<file path="src/gpevt_pkg.sv">
// Shared constants, register map and carrier types for the event and
// general-purpose I/O register group.
// Assumes an 8-bit register port and five shared pins routed by 4-bit fields.
`default_nettype none

package gpevt_pkg;

  // Register byte addresses.
  localparam logic [7:0] ADDR_STATUS  = 8'h88;
  localparam logic [7:0] ADDR_ENABLE  = 8'h89;
  localparam logic [7:0] ADDR_INPUT   = 8'h8A;
  localparam logic [7:0] ADDR_OUTPUT  = 8'h8B;

  // Field positions inside the status and enable registers.
  localparam int unsigned BIT_POWER    = 7;
  localparam int unsigned BIT_HIGH_VPP = 6;
  localparam int unsigned BIT_RSVD     = 5;
  localparam int unsigned GP_MSB       = 4;
  localparam int unsigned NUM_GP       = 5;

  // Writable bit masks; everything outside reads back as zero.
  localparam logic [7:0] EVENT_MASK   = 8'hDF;
  localparam logic [7:0] GP_MASK      = 8'h1F;

  // Reset values.
  localparam logic [7:0] STATUS_RST   = 8'h00;
  localparam logic [7:0] ENABLE_RST   = 8'h00;
  localparam logic [4:0] OUTPUT_RST   = 5'h00;
  localparam logic [7:0] RDATA_IDLE   = 8'h00;

  // Routing field codes for a shared pin.
  localparam logic [3:0] ROUTE_INPUT  = 4'h0;
  localparam logic [3:0] ROUTE_OUTPUT = 4'h1;

  // Width of one socket's power state word.
  localparam int unsigned PWR_W       = 4;

  typedef struct packed {
    logic [7:0] addr;
    logic [7:0] wdata;
    logic       wr;
    logic       rd;
  } gpevt_bus_req_t;

  typedef struct packed {
    logic [3:0] pin5;
    logic [3:0] pin4;
    logic [3:0] pin2;
    logic [3:0] pin1;
    logic [3:0] pin0;
  } gpevt_route_t;

  typedef struct packed {
    logic [PWR_W-1:0] state_a;
    logic [PWR_W-1:0] state_b;
    logic             vpp12_a;
    logic             vpp12_b;
  } gpevt_pwr_req_t;

  // Returns one bit per general line, line 4 first, set where the field holds code.
  function automatic logic [4:0] gpevt_route_match(input gpevt_route_t r,
                                                   input logic [3:0] code);
    gpevt_route_match = {r.pin5 == code, r.pin4 == code, r.pin2 == code,
                         r.pin1 == code, r.pin0 == code};
  endfunction : gpevt_route_match

endpackage : gpevt_pkg

`default_nettype wire

</file>
<file path="src/gpevt_pin_mon.sv">
// Level tracker and change detector for the five general input lines.
// Assumes pin levels are already synchronous to clk.
`default_nettype none

module gpevt_pin_mon (
  input  wire logic       clk,
  input  wire logic       resetn,
  input  wire logic [4:0] pin_in,
  input  wire logic [4:0] is_input,
  output logic      [4:0] level_q,
  output logic      [4:0] change
);
  import gpevt_pkg::*;

  logic primed_q;

  // The level is tracked even while a pin is routed elsewhere, so turning a
  // pin into an input later does not report a stale difference as an event.
  always_ff @(posedge clk) begin
    if (!resetn) begin
      level_q <= OUTPUT_RST;
    end else begin
      level_q <= pin_in;
    end
  end

  // The first sample after reset only loads the tracker.
  always_ff @(posedge clk) begin
    if (!resetn) begin
      primed_q <= 1'b0;
    end else begin
      primed_q <= 1'b1;
    end
  end

  assign change = (pin_in ^ level_q) & is_input & {NUM_GP{primed_q}};

endmodule : gpevt_pin_mon

`default_nettype wire

</file>
<file path="src/gpevt_regs.sv">
// Event status, event enable, input level and output level registers with
// the active-low event output and the shared-pin drivers.
// Assumes a plain register port, synchronous pins, and resetn as global reset.
//
// Summary of operation
// - A change in either socket's power state word sets status bit 7.
// - Changing either socket's voltage request to or from 12 V sets bit 6.
// - Bit 5 of status and enable reads zero; writes are ignored.
// - An input change flag sets on level change only while pin is an input.
// - Status bits 4..0 follow inputs 4..0 on shared pins 5,4,2,1,0.
// - Status, enable and output bits reset only by the global reset.
// - A set enable bit passes its status bit to the event output.
// - Input register bits 4..0 read the current input levels.
// - Input and output register bits 7..5 read zero; writes have no effect.
// - Output register bits 4..0 are read-write and drive outputs 4..0.
// - Routing field 0000 makes a pin an input, 0001 makes it an output.
//
// The address-and-strobe port is this design's own decision.
`default_nettype none

module gpevt_regs (
  input  wire logic                      clk,
  input  wire logic                      resetn,
  input  wire gpevt_pkg::gpevt_bus_req_t bus_req,
  output logic      [7:0]                rd_data,
  input  wire gpevt_pkg::gpevt_pwr_req_t pwr_req,
  input  wire gpevt_pkg::gpevt_route_t   route,
  input  wire logic [4:0]                pin_in,
  output logic      [4:0]                pin_out,
  output logic      [4:0]                pin_oe,
  output logic                           event_out_n,
  output logic                           irq
);
  import gpevt_pkg::*;

  logic [7:0]     status_q;
  logic [7:0]     status_d;
  logic [7:0]     enable_q;
  logic [4:0]     output_q;
  logic [4:0]     level_q;
  logic [4:0]     pin_change;
  logic [4:0]     is_input;
  logic [7:0]     set_vec;
  logic [7:0]     clr_vec;
  logic           wr_status;
  logic           wr_enable;
  logic           wr_output;
  logic           power_evt;
  logic           high_vpp_evt;
  logic           pwr_primed_q;
  gpevt_pwr_req_t pwr_prev_q;

  assign wr_status = bus_req.wr && (bus_req.addr == ADDR_STATUS);
  assign wr_enable = bus_req.wr && (bus_req.addr == ADDR_ENABLE);
  assign wr_output = bus_req.wr && (bus_req.addr == ADDR_OUTPUT);

  // Pins routed as general inputs; lines 4..0 sit on shared pins 5,4,2,1,0.
  assign is_input = gpevt_route_match(route, ROUTE_INPUT);

  gpevt_pin_mon u_pin_mon (
    .clk      (clk),
    .resetn   (resetn),
    .pin_in   (pin_in),
    .is_input (is_input),
    .level_q  (level_q),
    .change   (pin_change)
  );

  // Previous power request words; the first sample after reset only loads them.
  always_ff @(posedge clk) begin
    if (!resetn) begin
      pwr_prev_q <= '0;
    end else begin
      pwr_prev_q <= pwr_req;
    end
  end

  always_ff @(posedge clk) begin
    if (!resetn) begin
      pwr_primed_q <= 1'b0;
    end else begin
      pwr_primed_q <= 1'b1;
    end
  end

  assign power_evt = pwr_primed_q &&
                     ((pwr_req.state_a != pwr_prev_q.state_a) ||
                      (pwr_req.state_b != pwr_prev_q.state_b));
  assign high_vpp_evt = pwr_primed_q &&
                        ((pwr_req.vpp12_a != pwr_prev_q.vpp12_a) ||
                         (pwr_req.vpp12_b != pwr_prev_q.vpp12_b));

  always_comb begin
    set_vec = {power_evt, high_vpp_evt, 1'b0, pin_change};
    clr_vec = wr_status ? bus_req.wdata : 8'h00;
    // A new event beats a clear written in the same cycle.
    status_d = ((status_q & ~clr_vec) | set_vec) & EVENT_MASK;
  end

  always_ff @(posedge clk) begin
    if (!resetn) begin
      status_q <= STATUS_RST;
    end else begin
      status_q <= status_d;
    end
  end

  always_ff @(posedge clk) begin
    if (!resetn) begin
      enable_q <= ENABLE_RST;
    end else if (wr_enable) begin
      enable_q <= bus_req.wdata & EVENT_MASK;
    end
  end

  always_ff @(posedge clk) begin
    if (!resetn) begin
      output_q <= OUTPUT_RST;
    end else if (wr_output) begin
      output_q <= bus_req.wdata[GP_MSB:0];
    end
  end

  // The output enable follows routing with one cycle of lag so every pin
  // output comes from a flop.
  always_ff @(posedge clk) begin
    if (!resetn) begin
      pin_oe <= OUTPUT_RST;
    end else begin
      pin_oe <= gpevt_route_match(route, ROUTE_OUTPUT);
    end
  end

  assign pin_out = output_q;

  // The event output lags the status bits by one cycle; it is a level, not
  // an edge, so the lag never loses an event.
  always_ff @(posedge clk) begin
    if (!resetn) begin
      event_out_n <= 1'b1;
      irq         <= 1'b0;
    end else begin
      event_out_n <= ~|(status_q & enable_q);
      irq         <= |(status_q & enable_q);
    end
  end

  // Read data stand only in the cycle after the read strobe.
  always_ff @(posedge clk) begin
    if (!resetn) begin
      rd_data <= RDATA_IDLE;
    end else if (bus_req.rd) begin
      unique case (bus_req.addr)
        ADDR_STATUS: rd_data <= status_q;
        ADDR_ENABLE: rd_data <= enable_q;
        ADDR_INPUT:  rd_data <= {3'h0, level_q};
        ADDR_OUTPUT: rd_data <= {3'h0, output_q};
        default:     rd_data <= RDATA_IDLE;
      endcase
    end else begin
      rd_data <= RDATA_IDLE;
    end
  end

  a_power_flag_set: assert property (
    @(posedge clk) disable iff (!resetn)
    power_evt |=> status_q[BIT_POWER]
  ) else $error("power change did not set its flag");

  a_high_vpp_set: assert property (
    @(posedge clk) disable iff (!resetn)
    $changed(pwr_req.vpp12_a) && pwr_primed_q |=> status_q[BIT_HIGH_VPP]
  ) else $error("12 V request change did not set its flag");

  a_reserved_bit_zero: assert property (
    @(posedge clk) disable iff (!resetn)
    !status_q[BIT_RSVD] && !enable_q[BIT_RSVD]
  ) else $error("reserved event bit is not zero");

  a_input_flag_set: assert property (
    @(posedge clk) disable iff (!resetn)
    (pin_change != 5'h00) |=> ((status_q[GP_MSB:0] & $past(pin_change)) == $past(pin_change))
  ) else $error("input change did not set its flag");

  a_input_flag_cause: assert property (
    @(posedge clk) disable iff (!resetn)
    $rose(status_q[0]) |-> $past(is_input[0]) && ($past(pin_in[0]) != $past(level_q[0]))
  ) else $error("input flag rose without a change on an input pin");

  a_clear_write_one: assert property (
    @(posedge clk) disable iff (!resetn)
    wr_status && (set_vec == 8'h00) |=> ((status_q & $past(bus_req.wdata)) == 8'h00)
  ) else $error("write of one did not clear the flag");

  a_set_beats_clear: assert property (
    @(posedge clk) disable iff (!resetn)
    wr_status && power_evt |=> status_q[BIT_POWER]
  ) else $error("same-cycle event lost to a clear");

  a_flags_sticky: assert property (
    @(posedge clk) disable iff (!resetn)
    status_q[BIT_POWER] && !wr_status |=> status_q[BIT_POWER]
  ) else $error("flag dropped without a clear");

  a_event_output_low: assert property (
    @(posedge clk) disable iff (!resetn)
    (|(status_q & enable_q)) [*2] |-> !event_out_n && irq
  ) else $error("enabled event not signalled");

  a_event_output_high: assert property (
    @(posedge clk) disable iff (!resetn)
    !(|(status_q & enable_q)) [*2] |-> event_out_n && !irq
  ) else $error("event output low with nothing enabled");

  a_input_read: assert property (
    @(posedge clk) disable iff (!resetn)
    bus_req.rd && (bus_req.addr == ADDR_INPUT) |=> rd_data == {3'h0, $past(pin_in, 2)}
  ) else $error("input register read wrong level");

  a_output_upper_zero: assert property (
    @(posedge clk) disable iff (!resetn)
    bus_req.rd && (bus_req.addr == ADDR_OUTPUT) |=> rd_data[7:5] == 3'h0
  ) else $error("upper output bits not zero");

  a_output_drive: assert property (
    @(posedge clk) disable iff (!resetn)
    wr_output |=> pin_out == $past(bus_req.wdata[GP_MSB:0])
  ) else $error("output pins do not follow the written value");

  a_oe_route: assert property (
    @(posedge clk) disable iff (!resetn)
    resetn |=> pin_oe == {$past(route.pin5) == ROUTE_OUTPUT,
                          $past(route.pin4) == ROUTE_OUTPUT,
                          $past(route.pin2) == ROUTE_OUTPUT,
                          $past(route.pin1) == ROUTE_OUTPUT,
                          $past(route.pin0) == ROUTE_OUTPUT}
  ) else $error("output enable does not follow routing");

  a_read_idle: assert property (
    @(posedge clk) disable iff (!resetn)
    !bus_req.rd |=> rd_data == RDATA_IDLE
  ) else $error("read data outside the answer cycle");

  a_power_state_a: assert property (
    @(posedge clk) disable iff (!resetn)
    $changed(pwr_req.state_a) && pwr_primed_q |=> status_q[BIT_POWER]
  ) else $error("socket A power change did not set its flag");

  a_power_state_b: assert property (
    @(posedge clk) disable iff (!resetn)
    $changed(pwr_req.state_b) && pwr_primed_q |=> status_q[BIT_POWER]
  ) else $error("socket B power change did not set its flag");

  a_high_vpp_b: assert property (
    @(posedge clk) disable iff (!resetn)
    $changed(pwr_req.vpp12_b) && pwr_primed_q |=> status_q[BIT_HIGH_VPP]
  ) else $error("socket B 12 V request change did not set its flag");

  a_power_cause: assert property (
    @(posedge clk) disable iff (!resetn)
    $rose(status_q[BIT_POWER]) |-> $past(pwr_primed_q) &&
      (($past(pwr_req.state_a) != $past(pwr_req.state_a, 2)) ||
       ($past(pwr_req.state_b) != $past(pwr_req.state_b, 2)))
  ) else $error("power flag rose without a power state change");

  a_high_vpp_cause: assert property (
    @(posedge clk) disable iff (!resetn)
    $rose(status_q[BIT_HIGH_VPP]) |-> $past(pwr_primed_q) &&
      (($past(pwr_req.vpp12_a) != $past(pwr_req.vpp12_a, 2)) ||
       ($past(pwr_req.vpp12_b) != $past(pwr_req.vpp12_b, 2)))
  ) else $error("12 V flag rose without a request change");

  a_input4_cause: assert property (
    @(posedge clk) disable iff (!resetn)
    $rose(status_q[GP_MSB]) |-> ($past(route.pin5) == ROUTE_INPUT) &&
      $past(pin_in[GP_MSB] != level_q[GP_MSB])
  ) else $error("flag 4 rose without a change on shared pin 5");

  a_input3_cause: assert property (
    @(posedge clk) disable iff (!resetn)
    $rose(status_q[3]) |-> ($past(route.pin4) == ROUTE_INPUT) &&
      $past(pin_in[3] != level_q[3])
  ) else $error("flag 3 rose without a change on shared pin 4");

  a_input2_cause: assert property (
    @(posedge clk) disable iff (!resetn)
    $rose(status_q[2]) |-> ($past(route.pin2) == ROUTE_INPUT) &&
      $past(pin_in[2] != level_q[2])
  ) else $error("flag 2 rose without a change on shared pin 2");

  a_input1_cause: assert property (
    @(posedge clk) disable iff (!resetn)
    $rose(status_q[1]) |-> ($past(route.pin1) == ROUTE_INPUT) &&
      $past(pin_in[1] != level_q[1])
  ) else $error("flag 1 rose without a change on shared pin 1");

  a_input_blocked: assert property (
    @(posedge clk) disable iff (!resetn)
    (route.pin0 != ROUTE_INPUT) && !status_q[0] |=> !status_q[0]
  ) else $error("flag set for a pin not routed as input");

  a_enable_write: assert property (
    @(posedge clk) disable iff (!resetn)
    wr_enable |=> enable_q == ($past(bus_req.wdata) & EVENT_MASK)
  ) else $error("enable register did not take the written value");

  a_status_read: assert property (
    @(posedge clk) disable iff (!resetn)
    bus_req.rd && (bus_req.addr == ADDR_STATUS) |=> rd_data == $past(status_q)
  ) else $error("status read returned the wrong value");

  a_clear_zero_keep: assert property (
    @(posedge clk) disable iff (!resetn)
    wr_status && (set_vec == 8'h00) |=> status_q == ($past(status_q) & ~$past(bus_req.wdata))
  ) else $error("clear write changed a flag written with zero");

  a_output_hold: assert property (
    @(posedge clk) disable iff (!resetn)
    !wr_output |=> $stable(output_q)
  ) else $error("output register changed without a write");

endmodule : gpevt_regs

`default_nettype wire

</file>
<file path="config.mk">
export PLATFORM = sky130hd
export DESIGN_NAME = gpevt_regs
export DESIGN_NICKNAME = d
export VERILOG_FILES = /design/src/gpevt_pkg.sv /design/src/gpevt_pin_mon.sv /design/src/gpevt_regs.sv
export SDC_FILE = /design/constraint.sdc
export NUM_CORES = 1
export LEC_CHECK = 0
export ABC_AREA = 1
export CAP_MARGIN = 15
export CORE_MARGIN = 2
export CORE_UTILIZATION = 35
export DETAILED_ROUTE_END_ITERATION = 10
export DONT_BUFFER_PORTS = 1
export GPL_ROUTABILITY_DRIVEN = 0
export SLEW_MARGIN = 10
export SYNTH_ARGS = -nofsm -noshare
export SYNTH_HDL_FRONTEND = slang
export SYNTH_SLANG_ARGS = --single-unit
</file>
<file path="constraint.sdc">
create_clock -name clk -period 1.1 [get_ports clk]
set_input_delay 0.165 -clock clk [delete_from_list [all_inputs] [get_ports clk]]
set_output_delay 0.165 -clock clk [all_outputs]
set_load 0.05 [all_outputs]
</file>
---- Word level (Yosys, flattened, before mapping) ----
Cells that the tools add are included.
storage, ports and cells
  output and inout port bits .............. 20
  bits in registers ....................... 51
  logic and storage cells ................. 52
  input bits .............................. 55
cells by class
  eq/ne operators ......................... 13
  bitwise logic cells ..................... 7
  reduce and logical (&&, ||, !) cells .... 15
  multiplexer cells ....................... 3
operators with widths
  cell                number
  $eq 8x8->1 const B  4
  $pmux 8 s4          1
  $eq 4x1->1 const B  5
  $logic_not 4->1     5
  $and 8x8->8         2
  $and 5x5->5         2
  $mux 8              1
  $ne 4x4->1          2
  $not 8->8           1
  $or 8x8->8          1
  $reduce_or 8->1     1
  $logic_and 1x1->1   5
  $xor 5x5->5         1
  $logic_or 1x1->1    2
  $ne 1x1->1          2
  $reduce_and 2->1    1
  $logic_not 1->1     1
  $mux 1              1

---- Longest topological paths before layout ----
  depth after elaboration ................. 6
  mapped depth ............................ 8
  gate-level depth less buffers ........... 8

---- By module ----
From an unflattened synthesis, not the netlist that was laid out.
unflattened totals
  cell total of the unflattened synthesis .. 320
  area, all modules ....................... 2,244.7 um^2
by module, submodules not included
  module         cells an instance  area each (um^2)  times used
  gpevt_regs     269                1,943.1           1
  gpevt_pin_mon  51                 301.5             1

---- Worst setup path before layout ----
OpenSTA, ideal clock, no wires.
  path kind ............................... input -> register
  from .................................... input port bus_req[16] (netlist name)
  to ...................................... register output_q[0], in the netlist pin_out[0]
  arrival ................................. 0.902 ns
  library setup time ...................... 0.132 ns
  stages .................................. 7
  path slack .............................. 0.066 ns
  buffers on the path ..................... 1
  path through ............................ inv_1 > nand2_1 > nor3_4 > buf_4 > nand3_1 > nand2_1 > a21oi_1
on the way
  word-level cells in the longest chain between the ends .. 2
ends and longest elaborated chain
  item                  RTL line           source
  start, declared       gpevt_regs.sv:24   input wire gpevt_pkg::gpevt_bus_req_t bus_req,
  $eq 8x8->1            gpevt_regs.sv:55   assign wr_output = bus_req.wr && (bus_req.addr == ADDR_OUTPUT);
  $logic_and 1x1->1     gpevt_regs.sv:55
  end signal, assigned  gpevt_regs.sv:120  output_q <= bus_req.wdata[GP_MSB:0];
  end, declared         gpevt_regs.sv:39   logic [4:0] output_q;
Every way passes these cells.
A chain may end at the register's enable or synchronous reset.

---- Worst setup path after layout ----
  from .................................... register output_q[0], in the netlist pin_out[0]
  to ...................................... output port pin_out[0]
RTL lines
  item           RTL line          source
  end, declared  gpevt_regs.sv:29  output logic [4:0] pin_out,
No word-level cell between the ends.

==> metrics.txt <==
outcome finished with violations; violated checks negative hold slack; Seq/Total Area, Yosys 45.27%; Final Power about 3.2 mW; Post-Synthesis Net Count 350; Yosys reg bits 49; vias per cell between 4 and 5; clock sink count 49; CP max stage delay ~0.37 ns; synth-to-layout area growth 25.64%; Reg area 985.9 µm²; Clock transition at path regs approximately 0.090 ns; area of the multi-input gates roughly 980 µm²; Pins Over Slew Limit 0; R2R Path Start enable_q[0]; share of cells above drive strength 1 about an eighth; CTS Hold Bufs 25; clk_skew 0.005657 ns; clock buffer depth 2; Setup WS post-layout 0.04777 ns; pin count of the biggest net entering global routing between 40 and 50; DPL Wire Length roughly 3.5 mm; top cell type's share of synthesized area 45.27%; DR vias a little under 2000; Port Buffers 0; hold slack -0.1068 ns; placed cell count 379; Initial DRT Pass Iterations 5; Synth area leaders dfxtp_1, nand2_1, nand3_1; Critical Path RT about 0.94 ns; reg2reg end irq; Post-Route WL approximately 5.0 mm; core area approximately 0.0060 mm²; Cell Area, Synth between 0.002 and 0.0025 mm²; initial antenna violation count 0; CP Class reg2out; max-cap violations 0; worst min path class in2reg; cts bufs inserted 5; post-place setup slack -0.08857 ns; Fmax around 950 MHz; startpoint types flip-flop; die area roughly 0.007 mm²; fin crit period 1.052 ns; fin nets ~390; post-layout util around 46%; top fanout value on the critical path 3; Yosys Warn Count 0; count of different cell masters after synthesis 24; antenna viol nets, final 0; Hold EP pwr_primed_q; overall routing resource usage between 10% and 20%; syn_area_per_cell around 7.3 µm²; final cell count without fillers 412; Worst R2R Path Depth 4; chip width 82.69 µm; Hold Crit Depth 0; clock latency on the worst-skew pair ~0.3 ns; Syn Inst Count 295; H-tree Lvls 2; crit path buf inv count 1; number of global-route vias before repair 1869; critical-path cell with the highest stage delay dfxtp_1; drt drc 0; CTS tree built; Initial Util 36.39%; ANT cells 0; peak supply drop ~0.54 mV; RSZ-0062 raised after global routing no; Worst Path Arrival around 0.9 ns; area leader, netlist dfxtp_1; reg2reg setup slack around 0.11 ns; period utilization about 96%; fillers just over 600; root buffer cell clkbuf_8; First DRT Iteration DRCs about 150; family with the most delay on the worst path flip-flops; Pwr Density roughly 1200 mW/mm²; critical-path cell list buf_4; Final Hold Fails 23; placement row count 28; Die H between 80 and 90 µm; critical hold path startpoint resetn; Setup violations, final 0; Lkg Pwr between 1 and 1.5 nW; I/O pin count 75; first-pass GRT wire length slightly above 8 mm; Overflow after GRT 0; Critical Path End Type output pin; drt wl/cell 12.16 µm
-- final cells by class --
| class | count | area share [%] |
|---|---|---|
| clock buffers | 6 | 2.665 |
| clock inverters | 2 | 0.3676 |
| inverters | 33 | 4.550 |
| multi-input cells | 199 | 36.17 |
| flip-flops and latches | 49 | 36.21 |
| well taps | 75 | 3.447 |
| repair buffers | 48 | 16.59 |
-- layout by cell type (no fill, tap or decap), types with 3 or more instances in the layout --
master	instances
a21oi_1	20
buf_4	20
clkbuf_8	5
dfxtp_1	45
dfxtp_2	4
dlygate4sd3_1	25
inv_1	31
nand2_1	79
nand3_1	29
nand4_1	17
nor2_1	17
nor3_1	10
o21ai_0	3
or2_2	4
xnor2_1	4
xor2_1	7
-- kinds of logic after synthesis --
group / Yosys count / share of synthesized area, %
flip-flops: 49 / 45.27
buffers and inverters: 47 / 9.295
other: 1 / 0.1730
AND/OR/NAND/NOR: 163 / 35.22
XOR/XNOR: 11 / 4.446
AO/OA/AOI/OAI: 24 / 5.601
-- layer usage --
layer | global-route usage (%) | share of wire, %
met1 | 18.86 | 43
met2 | 26.94 | 49
met3 | 4.348 | 6.4
met4 | 6.393 | 1.9
met5 | 0 | 0
-- sequential cells by signal, indices dropped and copies added, names as in the netlist, 5 cells and up --
| signal | flops |
|---|---|
| pin_out | 5 |
| pin_oe | 5 |
| status_q | 7 |
| u_pin_mon.level_q | 5 |
| rd_data | 7 |
| pwr_prev_q | 10 |
| enable_q | 7 |
-- how the worst max path moves through the flow --
| stage | start | to | depth (start not counted) |
|---|---|---|---|
| floorplan | bus_req[16] | pin_out[0] | 7 |
| global placement | bus_req[12] | enable_q[1] | 6 |
| detailed placement | bus_req[12] | enable_q[0] | 6 |
| CTS | pin_out[0] | pin_out[0] | 1 |
| global route | pin_out[1] | pin_out[1] | 1 |
| finish | pin_out[0] | pin_out[0] | 1 |
-- stage by stage --
stage	setup TNS, ns	area (µm²)
finish	0	2723
global route	0	2723
CTS	0	2719
detailed placement	-0.7270	2381
global placement	-0.3153	2381
floorplan	0	2167
-- synth_stat cells --
library cell / instances
inv_2: 1
nand3_1: 29
or2_2: 4
nor3_4: 2
nor3_2: 2
nor3b_1: 1
nor2_1: 17
inv_1: 31
buf_4: 5
a21oi_1: 20
nand3_2: 1
xor2_1: 7
clkbuf_1: 4
o21ai_0: 3
nand2_1: 79
o22ai_1: 1
nor3_1: 10
xnor2_1: 4
nand4_1: 17
nor2_2: 1
conb_1: 1
clkinv_1: 1
dfxtp_1: 49
buf_2: 5
-- power breakdown --
group,switching (mW),internal (mW)
clock network,0.584,0.442
logic,0.128,0.143
registers,0.0391,1.82
-- what timing repair did --
item / in CTS / in global routing
endpoints found under the hold margin: 24 / 24
gates resized for setup: 4 / 1
setup buffers: 0 / 0
setup endpoints to repair: 4 / 1
(Power assumes the default switching activity.)
